<file path="src/rtl/tmr_defs.svh">
// Register map, field positions and reset values of the triple timer
`ifndef TMR_DEFS_SVH
`define TMR_DEFS_SVH

// -----------------------------------------------------------------------------
// Address map
// -----------------------------------------------------------------------------
`define TMR_ADDR_W 8
`define TMR_CSR_OFS 4'h0
`define TMR_LOAD_OFS 4'h4
`define TMR_CMP_OFS 4'h8
`define TMR_COUNT_OFS 4'hC
`define TMR_IRQ_STS_ADDR 8'h30
`define TMR_IRQ_EN_ADDR 8'h34
`define TMR_IRQ_CLR_ADDR 8'h38
`define TMR_CHAN_SPAN 8'h30

// -----------------------------------------------------------------------------
// Control/status fields
// -----------------------------------------------------------------------------
`define TMR_TE_BIT 0
`define TMR_OVERFLOW_IRQ_ENABLE_BIT 1
`define TMR_COMPARE_IRQ_ENABLE_BIT 2
`define TMR_MODE_LSB 4
`define TMR_MODE_MSB 7
`define TMR_INV_BIT 8
`define TMR_TRM_BIT 9
`define TMR_DIR_BIT 10
`define TMR_GPIO_BIT 11
`define TMR_OVF_FLAG_BIT 20
`define TMR_CMP_FLAG_BIT 21

// -----------------------------------------------------------------------------
// Values and counts
// -----------------------------------------------------------------------------
`define TMR_CNT_W 24
`define TMR_CNT_MAX 24'hFFFFFF
`define TMR_CNT_ZERO 24'h000000
`define TMR_DATA_W 32
`define TMR_RDATA_ZERO 32'h00000000
`define TMR_NUM_CHAN 3
`define TMR_PRESCALE 2
`define TMR_IRQ_W 6

`endif

</file>
<file path="src/rtl/tmr_pkg.sv">
// Types shared by the timer modules
`default_nettype none
package tmr_pkg;

  typedef enum logic [3:0] {
    TMR_MODE_GPIO = 4'h0,
    TMR_MODE_PULSE = 4'h1,
    TMR_MODE_TOGGLE = 4'h2,
    TMR_MODE_EVENT = 4'h3,
    TMR_MODE_WIDTH = 4'h4,
    TMR_MODE_PERIOD = 4'h5,
    TMR_MODE_CAPTURE = 4'h6,
    TMR_MODE_PWM = 4'h7,
    TMR_MODE_RSV8 = 4'h8,
    TMR_MODE_WD_PULSE = 4'h9,
    TMR_MODE_WD_TOGGLE = 4'hA,
    TMR_MODE_RSV11 = 4'hB,
    TMR_MODE_RSV12 = 4'hC,
    TMR_MODE_RSV13 = 4'hD,
    TMR_MODE_RSV14 = 4'hE,
    TMR_MODE_RSV15 = 4'hF
  } tmr_mode_type;

  typedef enum logic [2:0] {
    TMR_ST_IDLE = 3'b001,
    TMR_ST_ARMED = 3'b010,
    TMR_ST_RUN = 3'b100
  } tmr_state_type;

endpackage : tmr_pkg
`default_nettype wire

</file>
<file path="src/rtl/tmr_chan_if.sv">
// Link between the register front end and one counter channel
`timescale 1ns/1ps
`default_nettype none
interface tmr_chan_if #(parameter int CW = 24);
  logic en;
  tmr_pkg::tmr_mode_type mode;
  logic trm;
  logic [CW-1:0] load_val;
  logic [CW-1:0] cmp_val;
  logic evt;
  logic load_wr;
  logic [CW-1:0] count;
  logic cmp_hit;
  logic ovf;

  modport ctrl (
    output en, mode, trm, load_val, cmp_val, evt, load_wr,
    input count, cmp_hit, ovf
  );
  modport chan (
    input en, mode, trm, load_val, cmp_val, evt, load_wr,
    output count, cmp_hit, ovf
  );
endinterface : tmr_chan_if
`default_nettype wire

</file>
<file path="src/rtl/tmr_top.sv">
// Triple timer: register front end, event sources, pins and interrupts
`timescale 1ns/1ps
`include "tmr_defs.svh"
`default_nettype none
module tmr_top #(
  parameter int NCH = `TMR_NUM_CHAN,
  parameter int CW = `TMR_CNT_W,
  parameter int PRESCALE = `TMR_PRESCALE
) (
  input wire logic mclk_i,
  input wire logic reset_i,
  input wire logic ce_i,
  input wire logic [`TMR_ADDR_W-1:0] addr_i,
  input wire logic [`TMR_DATA_W-1:0] wdata_i,
  input wire logic wr_i,
  input wire logic rd_i,
  output logic [`TMR_DATA_W-1:0] rdata_o,
  input wire logic [NCH-1:0] pin_in_i,
  output logic [NCH-1:0] pin_out_o,
  output logic [NCH-1:0] pin_oe_o,
  output logic irq_o
);
  localparam int PW = (PRESCALE > 1) ? $clog2(PRESCALE) : 1;
  localparam int IW = 2 * NCH;

  // ---------------------------------------------------------------------------
  // Per-channel register state
  // ---------------------------------------------------------------------------
  logic [NCH-1:0] te_reg;
  logic [NCH-1:0] overflow_irq_enable_reg;
  logic [NCH-1:0] compare_irq_enable_reg;
  logic [NCH-1:0] inv_reg;
  logic [NCH-1:0] trm_reg;
  logic [NCH-1:0] dir_reg;
  logic [NCH-1:0] gpio_reg;
  logic [NCH-1:0] cmp_flag_reg;
  logic [NCH-1:0] ovf_flag_reg;
  logic [3:0] mode_reg [NCH];
  logic [CW-1:0] load_reg [NCH];
  logic [CW-1:0] cmp_reg [NCH];
  logic [CW-1:0] capt_reg [NCH];
  logic [CW-1:0] count_w [NCH];
  logic [NCH-1:0] hit_w;
  logic [NCH-1:0] ovf_w;
  logic [NCH-1:0] sel_w;
  logic [NCH-1:0] level_reg;
  logic [NCH-1:0] out_reg;
  logic [NCH-1:0] drive_reg;
  logic [NCH-1:0] oe_reg;
  logic [NCH-1:0] pin_sync;
  logic [NCH-1:0] pin_lvl;

  // ---------------------------------------------------------------------------
  // Shared registers
  // ---------------------------------------------------------------------------
  logic [IW-1:0] irq_sts_reg;
  logic [IW-1:0] irq_en_reg;
  logic [IW-1:0] irq_set;
  logic [IW-1:0] irq_clr;
  logic irq_reg;
  logic [PW-1:0] pre_reg;
  logic tick;
  logic any_te;
  logic [3:0] sub;
  logic [`TMR_DATA_W-1:0] rdata_reg;
  logic [`TMR_DATA_W-1:0] rdata_next;

  assign sub = addr_i[3:0];
  assign any_te = |te_reg;

  // ---------------------------------------------------------------------------
  // Internal clock source
  // ---------------------------------------------------------------------------
  always_ff @(posedge mclk_i or posedge reset_i) begin
    if (reset_i) begin
      pre_reg <= '0;
    end else if (ce_i) begin
      if (pre_reg == PW'(PRESCALE - 1)) begin
        pre_reg <= '0;
      end else begin
        pre_reg <= pre_reg + PW'(1);
      end
    end
  end

  assign tick = (pre_reg == PW'(PRESCALE - 1));

  tmr_sync #(
    .W(NCH)
  ) u_pin_sync (
    .mclk_i(mclk_i),
    .reset_i(reset_i),
    .ce_i(ce_i),
    .async_i(pin_in_i),
    .sync_o(pin_sync)
  );

  // Polarity applied after synchronising
  assign pin_lvl = pin_sync ^ inv_reg;

  always_ff @(posedge mclk_i or posedge reset_i) begin
    if (reset_i) begin
      level_reg <= '0;
    end else if (ce_i) begin
      level_reg <= pin_lvl;
    end
  end

  // ---------------------------------------------------------------------------
  // Channels
  // ---------------------------------------------------------------------------
  for (genvar i = 0; i < NCH; i++) begin : g_ch
    tmr_chan_if #(.CW(CW)) ch_if ();
    logic rise;
    logic fall;
    logic is_out;
    logic wr_csr;
    logic wr_load;
    logic wr_cmp;

    assign sel_w[i] = (addr_i < `TMR_CHAN_SPAN) && (addr_i[5:4] == 2'(i));
    assign wr_csr = wr_i && sel_w[i] && sub == `TMR_CSR_OFS;
    assign wr_load = wr_i && sel_w[i] && sub == `TMR_LOAD_OFS;
    assign wr_cmp = wr_i && sel_w[i] && sub == `TMR_CMP_OFS;
    assign rise = pin_lvl[i] && !level_reg[i];
    assign fall = !pin_lvl[i] && level_reg[i];

    // Output-type modes drive the pin
    always_comb begin
      case (tmr_pkg::tmr_mode_type'(mode_reg[i]))
        tmr_pkg::TMR_MODE_PULSE, tmr_pkg::TMR_MODE_TOGGLE, tmr_pkg::TMR_MODE_PWM,
        tmr_pkg::TMR_MODE_WD_PULSE, tmr_pkg::TMR_MODE_WD_TOGGLE: is_out = 1'b1;
        default: is_out = 1'b0;
      endcase
    end

    assign ch_if.en = te_reg[i];
    assign ch_if.mode = tmr_pkg::tmr_mode_type'(mode_reg[i]);
    assign ch_if.trm = trm_reg[i];
    assign ch_if.load_val = load_reg[i];
    assign ch_if.cmp_val = cmp_reg[i];
    assign ch_if.evt = (mode_reg[i] == tmr_pkg::TMR_MODE_EVENT) ? rise : tick;
    // Watchdog restarts from the load value held before this write
    assign ch_if.load_wr = wr_load && (mode_reg[i] == tmr_pkg::TMR_MODE_WD_PULSE
                                       || mode_reg[i] == tmr_pkg::TMR_MODE_WD_TOGGLE);
    assign count_w[i] = ch_if.count;
    assign hit_w[i] = ch_if.cmp_hit;
    assign ovf_w[i] = ch_if.ovf;

    tmr_chan #(
      .CW(CW)
    ) u_chan (
      .mclk_i(mclk_i),
      .reset_i(reset_i),
      .ce_i(ce_i),
      .bus(ch_if.chan)
    );

    // Control fields
    always_ff @(posedge mclk_i or posedge reset_i) begin
      if (reset_i) begin
        te_reg[i] <= 1'b0;
        overflow_irq_enable_reg[i] <= 1'b0;
        compare_irq_enable_reg[i] <= 1'b0;
        mode_reg[i] <= 4'h0;
        inv_reg[i] <= 1'b0;
        trm_reg[i] <= 1'b0;
        dir_reg[i] <= 1'b0;
      end else if (ce_i && wr_csr) begin
        te_reg[i] <= wdata_i[`TMR_TE_BIT];
        overflow_irq_enable_reg[i] <= wdata_i[`TMR_OVERFLOW_IRQ_ENABLE_BIT];
        compare_irq_enable_reg[i] <= wdata_i[`TMR_COMPARE_IRQ_ENABLE_BIT];
        mode_reg[i] <= wdata_i[`TMR_MODE_MSB:`TMR_MODE_LSB];
        inv_reg[i] <= wdata_i[`TMR_INV_BIT];
        trm_reg[i] <= wdata_i[`TMR_TRM_BIT];
        dir_reg[i] <= wdata_i[`TMR_DIR_BIT];
      end
    end

    // GPIO data: written when output, follows pin when input
    always_ff @(posedge mclk_i or posedge reset_i) begin
      if (reset_i) begin
        gpio_reg[i] <= 1'b0;
      end else if (ce_i) begin
        if (wr_csr) begin
          gpio_reg[i] <= wdata_i[`TMR_GPIO_BIT];
        end else if (mode_reg[i] == tmr_pkg::TMR_MODE_GPIO && !dir_reg[i]) begin
          gpio_reg[i] <= pin_lvl[i];
        end
      end
    end

    // Status flags: write one to clear, set wins
    always_ff @(posedge mclk_i or posedge reset_i) begin
      if (reset_i) begin
        cmp_flag_reg[i] <= 1'b0;
        ovf_flag_reg[i] <= 1'b0;
      end else if (ce_i) begin
        if (hit_w[i]) begin
          cmp_flag_reg[i] <= 1'b1;
        end else if (wr_csr && wdata_i[`TMR_CMP_FLAG_BIT]) begin
          cmp_flag_reg[i] <= 1'b0;
        end
        if (ovf_w[i]) begin
          ovf_flag_reg[i] <= 1'b1;
        end else if (wr_csr && wdata_i[`TMR_OVF_FLAG_BIT]) begin
          ovf_flag_reg[i] <= 1'b0;
        end
      end
    end

    always_ff @(posedge mclk_i or posedge reset_i) begin
      if (reset_i) begin
        load_reg[i] <= '0;
        cmp_reg[i] <= '0;
      end else if (ce_i) begin
        if (wr_load) begin
          load_reg[i] <= wdata_i[CW-1:0];
        end
        if (wr_cmp) begin
          cmp_reg[i] <= wdata_i[CW-1:0];
        end
      end
    end

    // Measurement capture of the running count
    always_ff @(posedge mclk_i or posedge reset_i) begin
      if (reset_i) begin
        capt_reg[i] <= '0;
      end else if (ce_i && te_reg[i]) begin
        if ((mode_reg[i] == tmr_pkg::TMR_MODE_WIDTH && fall)
            || (mode_reg[i] == tmr_pkg::TMR_MODE_PERIOD && rise)
            || (mode_reg[i] == tmr_pkg::TMR_MODE_CAPTURE && rise)) begin
          capt_reg[i] <= count_w[i];
        end
      end
    end

    // Pin waveform
    always_ff @(posedge mclk_i or posedge reset_i) begin
      if (reset_i) begin
        out_reg[i] <= 1'b0;
      end else if (ce_i) begin
        if (!te_reg[i]) begin
          out_reg[i] <= 1'b0;
        end else begin
          case (tmr_pkg::tmr_mode_type'(mode_reg[i]))
            tmr_pkg::TMR_MODE_PULSE, tmr_pkg::TMR_MODE_WD_PULSE: out_reg[i] <= hit_w[i];
            tmr_pkg::TMR_MODE_TOGGLE, tmr_pkg::TMR_MODE_WD_TOGGLE: out_reg[i] <= out_reg[i] ^ hit_w[i];
            tmr_pkg::TMR_MODE_PWM: begin
              if (hit_w[i]) begin
                out_reg[i] <= 1'b0;
              end else if (ovf_w[i]) begin
                out_reg[i] <= 1'b1;
              end
            end
            default: out_reg[i] <= 1'b0;
          endcase
        end
      end
    end

    // Pin drivers; tri-state when all timers are idle and the pin is not GPIO
    always_ff @(posedge mclk_i or posedge reset_i) begin
      if (reset_i) begin
        drive_reg[i] <= 1'b0;
        oe_reg[i] <= 1'b0;
      end else if (ce_i) begin
        if (mode_reg[i] == tmr_pkg::TMR_MODE_GPIO) begin
          drive_reg[i] <= gpio_reg[i] ^ inv_reg[i];
          oe_reg[i] <= dir_reg[i];
        end else begin
          drive_reg[i] <= out_reg[i] ^ inv_reg[i];
          oe_reg[i] <= is_out && any_te;
        end
      end
    end

    assign irq_set[2*i] = hit_w[i] && compare_irq_enable_reg[i];
    assign irq_set[2*i+1] = ovf_w[i] && overflow_irq_enable_reg[i];
  end

  // ---------------------------------------------------------------------------
  // Interrupt status, enable and clear
  // ---------------------------------------------------------------------------
  assign irq_clr = (wr_i && addr_i == `TMR_IRQ_CLR_ADDR) ? wdata_i[IW-1:0] : '0;

  always_ff @(posedge mclk_i or posedge reset_i) begin
    if (reset_i) begin
      irq_sts_reg <= '0;
    end else if (ce_i) begin
      irq_sts_reg <= (irq_sts_reg & ~irq_clr) | irq_set;
    end
  end

  always_ff @(posedge mclk_i or posedge reset_i) begin
    if (reset_i) begin
      irq_en_reg <= '0;
    end else if (ce_i && wr_i && addr_i == `TMR_IRQ_EN_ADDR) begin
      irq_en_reg <= wdata_i[IW-1:0];
    end
  end

  always_ff @(posedge mclk_i or posedge reset_i) begin
    if (reset_i) begin
      irq_reg <= 1'b0;
    end else if (ce_i) begin
      irq_reg <= |(((irq_sts_reg & ~irq_clr) | irq_set) & irq_en_reg);
    end
  end

  // ---------------------------------------------------------------------------
  // Read path
  // ---------------------------------------------------------------------------
  always_comb begin
    rdata_next = `TMR_RDATA_ZERO;
    if (addr_i == `TMR_IRQ_STS_ADDR) begin
      rdata_next[IW-1:0] = irq_sts_reg;
    end else if (addr_i == `TMR_IRQ_EN_ADDR) begin
      rdata_next[IW-1:0] = irq_en_reg;
    end else begin
      for (int k = 0; k < NCH; k++) begin
        if (sel_w[k]) begin
          if (sub == `TMR_CSR_OFS) begin
            rdata_next[`TMR_TE_BIT] = te_reg[k];
            rdata_next[`TMR_OVERFLOW_IRQ_ENABLE_BIT] = overflow_irq_enable_reg[k];
            rdata_next[`TMR_COMPARE_IRQ_ENABLE_BIT] = compare_irq_enable_reg[k];
            rdata_next[`TMR_MODE_MSB:`TMR_MODE_LSB] = mode_reg[k];
            rdata_next[`TMR_INV_BIT] = inv_reg[k];
            rdata_next[`TMR_TRM_BIT] = trm_reg[k];
            rdata_next[`TMR_DIR_BIT] = dir_reg[k];
            rdata_next[`TMR_GPIO_BIT] = gpio_reg[k];
            rdata_next[`TMR_OVF_FLAG_BIT] = ovf_flag_reg[k];
            rdata_next[`TMR_CMP_FLAG_BIT] = cmp_flag_reg[k];
          end else if (sub == `TMR_LOAD_OFS) begin
            rdata_next[CW-1:0] = load_reg[k];
          end else if (sub == `TMR_CMP_OFS) begin
            rdata_next[CW-1:0] = cmp_reg[k];
          end else if (sub == `TMR_COUNT_OFS) begin
            if (mode_reg[k] == tmr_pkg::TMR_MODE_WIDTH || mode_reg[k] == tmr_pkg::TMR_MODE_PERIOD
                || mode_reg[k] == tmr_pkg::TMR_MODE_CAPTURE) begin
              rdata_next[CW-1:0] = capt_reg[k];
            end else begin
              rdata_next[CW-1:0] = count_w[k];
            end
          end
        end
      end
    end
  end

  always_ff @(posedge mclk_i or posedge reset_i) begin
    if (reset_i) begin
      rdata_reg <= `TMR_RDATA_ZERO;
    end else if (ce_i) begin
      rdata_reg <= rd_i ? rdata_next : `TMR_RDATA_ZERO;
    end
  end

  assign rdata_o = rdata_reg;
  assign pin_out_o = drive_reg;
  assign pin_oe_o = oe_reg;
  assign irq_o = irq_reg;
endmodule : tmr_top
`default_nettype wire

</file>
<file path="src/rtl/tmr_sync.sv">
// Two flip-flop synchroniser for pin inputs
`timescale 1ns/1ps
`default_nettype none
module tmr_sync #(
  parameter int W = 1
) (
  input wire logic mclk_i,
  input wire logic reset_i,
  input wire logic ce_i,
  input wire logic [W-1:0] async_i,
  output logic [W-1:0] sync_o
);
  logic [W-1:0] meta_reg;
  logic [W-1:0] sync_reg;

  always_ff @(posedge mclk_i or posedge reset_i) begin
    if (reset_i) begin
      meta_reg <= '0;
      sync_reg <= '0;
    end else if (ce_i) begin
      meta_reg <= async_i;
      sync_reg <= meta_reg;
    end
  end

  assign sync_o = sync_reg;
endmodule : tmr_sync
`default_nettype wire

</file>
<file path="src/rtl/tmr_chan.sv">
// One 24-bit up counter with compare and overflow detection
`timescale 1ns/1ps
`include "tmr_defs.svh"
`default_nettype none
module tmr_chan #(
  parameter int CW = `TMR_CNT_W
) (
  input wire logic mclk_i,
  input wire logic reset_i,
  input wire logic ce_i,
  tmr_chan_if.chan bus
);
  tmr_pkg::tmr_state_type state_reg;
  logic [CW-1:0] cnt_reg;
  logic [CW-1:0] cnt_next;
  logic cmp_hit_reg;
  logic ovf_reg;
  logic mode_ok;
  logic cmp_mode;
  logic step;
  logic reload;

  always_comb begin
    case (bus.mode)
      tmr_pkg::TMR_MODE_RSV8, tmr_pkg::TMR_MODE_RSV11, tmr_pkg::TMR_MODE_RSV12,
      tmr_pkg::TMR_MODE_RSV13, tmr_pkg::TMR_MODE_RSV14, tmr_pkg::TMR_MODE_RSV15: mode_ok = 1'b0;
      default: mode_ok = 1'b1;
    endcase
  end

  // Measurement modes never compare
  assign cmp_mode = mode_ok && (bus.mode != tmr_pkg::TMR_MODE_WIDTH) && (bus.mode != tmr_pkg::TMR_MODE_PERIOD)
                    && (bus.mode != tmr_pkg::TMR_MODE_CAPTURE);
  assign step = bus.en && bus.evt && mode_ok && (state_reg != tmr_pkg::TMR_ST_IDLE);
  assign reload = bus.trm && ((bus.mode == tmr_pkg::TMR_MODE_PWM) ? (cnt_reg == CW'(`TMR_CNT_MAX))
                                                                  : (cmp_mode && cnt_reg == bus.cmp_val));

  always_comb begin
    if (state_reg == tmr_pkg::TMR_ST_ARMED) begin
      cnt_next = bus.load_val;
    end else if (reload) begin
      cnt_next = bus.load_val;
    end else begin
      cnt_next = cnt_reg + CW'(1);
    end
  end

  // ---------------------------------------------------------------------------
  // State
  // ---------------------------------------------------------------------------
  always_ff @(posedge mclk_i or posedge reset_i) begin
    if (reset_i) begin
      state_reg <= tmr_pkg::TMR_ST_IDLE;
    end else if (ce_i) begin
      if (!bus.en) begin
        state_reg <= tmr_pkg::TMR_ST_IDLE;
      end else begin
        case (state_reg)
          tmr_pkg::TMR_ST_IDLE: state_reg <= tmr_pkg::TMR_ST_ARMED;
          tmr_pkg::TMR_ST_ARMED: if (step) state_reg <= tmr_pkg::TMR_ST_RUN;
          tmr_pkg::TMR_ST_RUN: state_reg <= tmr_pkg::TMR_ST_RUN;
          default: state_reg <= tmr_pkg::TMR_ST_IDLE;
        endcase
      end
    end
  end

  // ---------------------------------------------------------------------------
  // Counter and events
  // ---------------------------------------------------------------------------
  always_ff @(posedge mclk_i or posedge reset_i) begin
    if (reset_i) begin
      cnt_reg <= '0;
    end else if (ce_i) begin
      if (bus.en && state_reg == tmr_pkg::TMR_ST_IDLE) begin
        cnt_reg <= CW'(`TMR_CNT_ZERO);
      end else if (step) begin
        cnt_reg <= cnt_next;
      end else if (bus.en && bus.load_wr && state_reg == tmr_pkg::TMR_ST_RUN) begin
        cnt_reg <= bus.load_val;
      end
    end
  end

  always_ff @(posedge mclk_i or posedge reset_i) begin
    if (reset_i) begin
      cmp_hit_reg <= 1'b0;
      ovf_reg <= 1'b0;
    end else if (ce_i) begin
      cmp_hit_reg <= step && cmp_mode && (cnt_next == bus.cmp_val);
      ovf_reg <= step && (state_reg == tmr_pkg::TMR_ST_RUN) && (cnt_reg == CW'(`TMR_CNT_MAX));
    end
  end

  assign bus.count = cnt_reg;
  assign bus.cmp_hit = cmp_hit_reg;
  assign bus.ovf = ovf_reg;
endmodule : tmr_chan
`default_nettype wire

</file>
<file path="config.mk">
export PLATFORM = sky130hd
export DESIGN_NAME = tmr_top
export DESIGN_NICKNAME = d
export VERILOG_FILES = /design/src/rtl/tmr_pkg.sv /design/src/rtl/tmr_chan_if.sv /design/src/rtl/tmr_top.sv /design/src/rtl/tmr_sync.sv /design/src/rtl/tmr_chan.sv
export VERILOG_INCLUDE_DIRS = /design/src /design/src/rtl
export SDC_FILE = /design/constraint.sdc
export NUM_CORES = 1
export LEC_CHECK = 0
export BUFFER_PORTS_ARGS = -buffer_cell sky130_fd_sc_hd__buf_4
export CAP_MARGIN = 20
export CELL_PAD_IN_SITES_DETAIL_PLACEMENT = 1
export CELL_PAD_IN_SITES_GLOBAL_PLACEMENT = 2
export CORE_ASPECT_RATIO = 1.2
export CORE_MARGIN = 8
export CORE_UTILIZATION = 36
export DETAILED_ROUTE_END_ITERATION = 8
export PLACE_DENSITY_LB_ADDON = 0.1
export SLEW_MARGIN = 20
export SYNTH_ARGS = -nofsm -noshare
export SYNTH_HDL_FRONTEND = slang
export SYNTH_SLANG_ARGS = --single-unit
export TNS_END_PERCENT = 100
</file>
<file path="constraint.sdc">
create_clock -name mclk_i -period 13.7 [get_ports mclk_i]
set_input_delay 2.74 -clock mclk_i [delete_from_list [all_inputs] [get_ports mclk_i]]
set_output_delay 2.74 -clock mclk_i [all_outputs]
set_load 0.01 [all_outputs]
</file>
### Word-level counts from Yosys, hierarchy flattened

Index checks and enable logic that the tools add are counted.

* $add $sub $neg: 4
* bitwise logic cells: 14
* div/mod/pow operators: 0
* shifts and indexed selects: 0
* mux-type cells: 118
* equal/unequal tests: 89
* reductions and logical operators: 187
* magnitude comparators: 1
* multipliers: 0

Operators by type and width (count)
* 24-bit 2-to-1 mux: 37
* 24-bit == test: 6
* 1-bit logical AND: 105
* 4-bit == test, second input constant: 26
* 24-bit by 1-bit adder with 24-bit output, second input constant: 3
* 24-bit == test, second input constant: 3
* 2-bit AND reduction: 27
* 4-bit by 3-bit == test with 1-bit output, second input constant: 13
* 1-bit 2-to-1 mux: 49
* 8-bit 2-to-1 mux: 6
* 18-bit 2-to-1 mux: 2
* 4-bit by 3-bit != test with 1-bit output, second input constant: 9
* 3-bit 2-to-1 mux: 9
* 3-bit case mux with 3 select lines: 3
* 4-bit by 2-bit == test with 1-bit output, second input constant: 6
* 8-bit by 6-bit == test with 1-bit output, second input constant: 3
* 6-bit OR reduction: 4
* 6-bit 2-to-1 mux: 3
* 2-bit nonzero test: 9
* 4-bit logical NOT: 4
* 1-bit logical OR: 15
* 5-bit OR reduction: 3
* 6-bit bitwise AND: 2
* 4-bit by 1-bit == test with 1-bit output, second input constant: 3
* other kinds (21): 63

* output and inout bits: 39
* latch bits: 0
* logic and storage cells: 481
* memories kept: 0
* flip-flop bits (word level): 406
* bits of input ports: 48
* bits in writable memories: 0
* memory bits (read-only): 0

### Logic depth before layout (Yosys ltp)

* word-level depth: 28
* mapped depth: 13
* mapped depth without buffers: 10

### By module

From an unflattened synthesis, not the netlist that was laid out.

* cell total of the unflattened synthesis: 2572
* area, all modules: 24905.1 um^2

Modules (own cells, without submodules)
* tmr_top: area an instance 15501.1 um^2, cells an instance 1358, instances 1, sequential area each 7632.3 um^2
* tmr_chan (g_ch[0].u_chan ...): area an instance 3061.7 um^2, cells an instance 396, instances 2, sequential area each 726.9 um^2
* tmr_chan (g_ch[2].u_chan): area an instance 3025.4 um^2, cells an instance 408, instances 1, sequential area each 726.9 um^2
* tmr_sync: area an instance 255.2 um^2, cells an instance 14, instances 1, sequential area each 150.1 um^2

### Worst setup path after synthesis

OpenSTA, ideal clock, no wires.

* path type: input -> register
* start point: input addr_i[1]
* end point: register load_reg (netlist bit g_ch[2].ch_if.load_val[10])
* stages: 9
* path buffers: 3
* library setup time: 0.125 ns
* arrival: 5.226 ns
* path slack: 8.350 ns
* data required time: 13.575 ns
* path through: or2_2 > clkbuf_1 > nor2_1 > and2_1 > clkbuf_1 > nand3_1 > nor2_1 > clkbuf_1 > mux2_2

* longest elaborated chain between the ends: 5
* elaborated cells on any way between the ends: 6
* those cells by class: order compare (1); eq/ne (1); reduce/logical (4)

RTL lines
* start, declared: line tmr_top.sv:13 `` input wire logic [`TMR_ADDR_W-1:0] addr_i, ``
* 8-bit by 6-bit < comparator with 1-bit output (no source line)
* 1-bit logical AND: line tmr_top.sv:121 `` assign sel_w[i] = (addr_i < `TMR_CHAN_SPAN) && (addr_i[5:4] == 2'(i)); ``
* 1-bit logical AND: line tmr_top.sv:123 `` assign wr_load = wr_i && sel_w[i] && sub == `TMR_LOAD_OFS; ``
* 1-bit logical AND (no source line) (*)
* 2-bit AND reduction (no source line) (*)
* end signal, assigned by index: line tmr_top.sv:218 `load_reg[i] <= wdata_i[CW-1:0];`
* end, declared: line tmr_top.sv:39 `logic [CW-1:0] load_reg [NCH];`

Every way passes the cells marked *; elsewhere a longest branch is shown, timed or not.
A chain may end at the register's enable or synchronous reset.

### Worst setup path in the final report

* start point: input addr_i[1]
* end point: register g_ch[1].u_chan.cnt_reg[0]

* longest elaborated chain between the ends: 9
* elaborated cells on any way between the ends: 10
* those cells by class: order compare (1); eq/ne (1); reduce/logical (8)

RTL lines
* 8-bit by 6-bit < comparator with 1-bit output (no source line)
* 1-bit logical AND: line tmr_top.sv:121
* 1-bit logical AND: line tmr_top.sv:123
* 1-bit logical AND (no source line) (*)
* 1-bit logical AND (*): line tmr_top.sv:144 `assign ch_if.load_wr = wr_load && (mode_reg[i] == tmr_pkg::TMR_MODE_WD_PULSE`
* 1-bit logical AND (*) (2 in a row): line tmr_chan.sv:79 `end else if (bus.en && bus.load_wr && state_reg == tmr_pkg::TMR_ST_RUN) begin`
* 3-bit nonzero test (no source line) (*)
* 2-bit AND reduction (no source line) (*)
* end signal, assigned: line tmr_chan.sv:76 `` cnt_reg <= CW'(`TMR_CNT_ZERO); ``
* end signal, assigned: line tmr_chan.sv:78 `cnt_reg <= cnt_next;`
* end signal, assigned: line tmr_chan.sv:80 `cnt_reg <= bus.load_val;`
* end, declared: line tmr_chan.sv:14 `logic [CW-1:0] cnt_reg;`

Marked as above.

==> impl_metrics.ini <==
[outcome]
status = completed

[pwr]
finalPower_uw = 3090
power.leakage_uw = 0.0120
peakVddDrop_v = 0.0000791
powerDensity_nw_per_um2 = 113

[placement]
gp_congestion = 0.945
place_area_sq_um = 25600
placedCellCount = 3460
dp_hpwl_mm = 79.7
placement.io_buffers = 70

[layout]
multi_input_area_sq_um = 13300
final_nets = 2660
fin_area_sq_um = 27300
regArea_sq_um = 9960
drive_gt1_share_pct = 18.3
fill_cells = 7591
num_antenna_cells = 0
finalNonFillerCells = 3547
postLayoutCoreUtil_pct = 40.7
syn_to_final_growth_pct = 12.0

[clock_network]
clock_sinks = 398
cts_max_path_buffers = 3
htree_levels = 2
cts_tree = done
post_cts_resized = 0
cts-root-buf = clkbuf_16
cts_hold_buf = 0
cts_made_buffers = 48
insertion_delay_ns = 0.62
clk_pin_slew_ns = 0.06
cts_setup_buffers = 0

[sta]
slew_headroom_pct = 26.3
period_minus_slack_ns = 6.40
report.final.slew_viol_count = 0
setup_violations = 0
fmaxAchievable_mhz = 156
rsz0062_at_grt = no
hold_viol = 0
tightest_slew_ns = 1.09
fin_crit_sh_pct = 46.7
clock_skew_ns = 0.0336
setup_tns_ns = 0

[synthesis]
ys.warnings.count = 0
syn_area_sq_um = 24400
async_flop_share_pct = 100
syn_inst = 2658
yosysTopAreaCell = dfrtp_1
synth_cell_types = 87
syn_area_per_cell_sq_um = 9.17
ys.flop_type = dfrtp_1
netlist.area_leader.share_pct = 40.5
yosysSeqAreaShare_pct = 40.9
synthTopCellsByCount = 395 x dfrtp_1, 259 x nand2_1, 237 x mux2_2, 234 x o21ai_0, 184 x clkbuf_1
synth-edff-count = 0
synth_seq_cells = 398
synth_area_leaders = dfrtp_1 41%, mux2_2 11%, o21ai_0 4.8%
synth_most_common_cell = dfrtp_1

[route]
via_count = 21321
wirelength_mm = 108
wire_per_inst_um = 30.4
antenna_left = 0
vias_per_cell = 6.01
drc = 0
drt_iter0_drc = 1525
dr.pass1.iters = 5

[critical_path]
ff2ff_setup_slack_ns = 8.42
crit_top_cell = buf_4
required_ns = 14.22
worstReg2RegStart = g_ch[1].u_chan.bus.count[0]
crit_buf_inv = 4
startpoint_type = input port
critPathMaxFanout = 29
startpoint = addr_i[1]
cpPeakStageDelay_ns = 0.66
end_kind = flop
crit_chain = buf_4 -> or2_2 -> buf_4 -> nor2_1 -> and2_1 -> buf_4 -> nand2_1 -> o41ai_1 -> o21ai_1 -> buf_4 -> or2_1 -> o31ai_1
cp.depth = 12
critPathSlowestCell = nor2_1
rr_worst_depth = 10
crit_type = in -> reg
crit_family = simple AND/OR/NAND/NOR gates
worstPathArrival_ns = 6.92

[global_routing]
grt_pass1_wl_mm = 159
grt_pass1_vias = 22372
gr-total-overflow = 0
grt_util_all_layers_pct = 28.0
grt_start_max_net_pins = 139
antenna_found_initial = 1

[job]
max_cap_viol_count = 0

[min_path]
holdCritPathClass = reg -> reg
hold_path.startpoint = capt_reg[53]
min_path_cells = 2

[floorplan]
initial_core_util_pct = 36.4
die_y_um = 301
dieArea_sq_um = 76300
die_w_um = 254
core_area_sq_um = 67000
ios = 87
fp-row-count = 104
-- placed cells by master, fill, tap and decap left out, drive strengths merged, types with 16 or more instances in the layout --
cell type / count
a211oi: 18
and2: 16
o221ai: 20
or2: 17
mux2: 237
mux2i: 89
buf: 118
inv: 67
dfrtp: 395
clkbuf: 63
nor2b: 19
a21oi: 154
and3: 21
o22ai: 41
nor3: 60
xnor2: 77
nand2: 260
o21ai: 236
xor2: 92
or3: 16
nor2: 177
nor4: 43
nand4: 37
nand3: 91
o2bb2ai: 19
-- metal layers --
layer	routed length, um	global-route usage (%)
met1	45300	35.6
met3	4430	3.32
met2	52400	47.4
met5	12	0
met4	5550	12.9
-- where the power goes --
part / switching, uW / internal [uW] / leakage, uW
sequential: 92.4 / 1220 / 0.00516
clock: 563 / 872 / 0.000848
combinational: 219 / 120 / 0.00599
-- area by class of cell --
class	instances	area share [%]
Sequential cell	398	36.5
Clock inverter	24	1.36
Tap cell	901	4.13
Timing Repair Buffer	118	3.29
Inverter	68	0.949
Clock buffer	63	5.02
Multi-Input combinational cell	1975	48.7
-- logic make-up (layout without fill, tap and decap cells) --
group / Yosys count / after routing / synth area share (%)
compound gates: 651 / 651 / 16.8
xor+xnor: 170 / 170 / 6.16
other cells: 1 / 8 / 0.0154
mux: 334 / 334 / 15.3
fa+ha+maj: 3 / 3 / 0.154
simple gates: 809 / 809 / 15.9
flops: 398 / 398 / 40.9
buf+inv: 292 / 273 / 4.75
-- final timing paths --
path                                                endpoint
max in group asynchronous          g_ch[2].ch_if.cmp_val[11]
worst max-delay path             g_ch[1].u_chan.bus.count[0]
worst min register to register                  capt_reg[53]
min in group asynchronous       g_ch[2].u_chan.bus.count[14]
worst min-delay path                            capt_reg[53]
worst max register to register   g_ch[1].u_chan.bus.count[8]
-- worst reg2reg max path: cells and delay by family, from the launching register on --
family | cells | cell delay, ns
flops | 1 | 0.57
compound gates | 2 | 0.33
fa+ha+maj | 1 | 0.32
buf+inv | 1 | 0.32
simple gates | 6 | 3.58
-- metrics by stage --
stage / setup WS [ns] / hold slack, ns
4_1_cts: 7.36 / 0.489
3_5_place_dp: 6.72 / 0.476
6_report: 7.30 / 0.484
5_1_grt: 7.12 / 0.504
2_1_floorplan: 5.60 / 0.445
3_3_place_gp: 6.74 / 0.462
(Power assumes the default switching activity.)
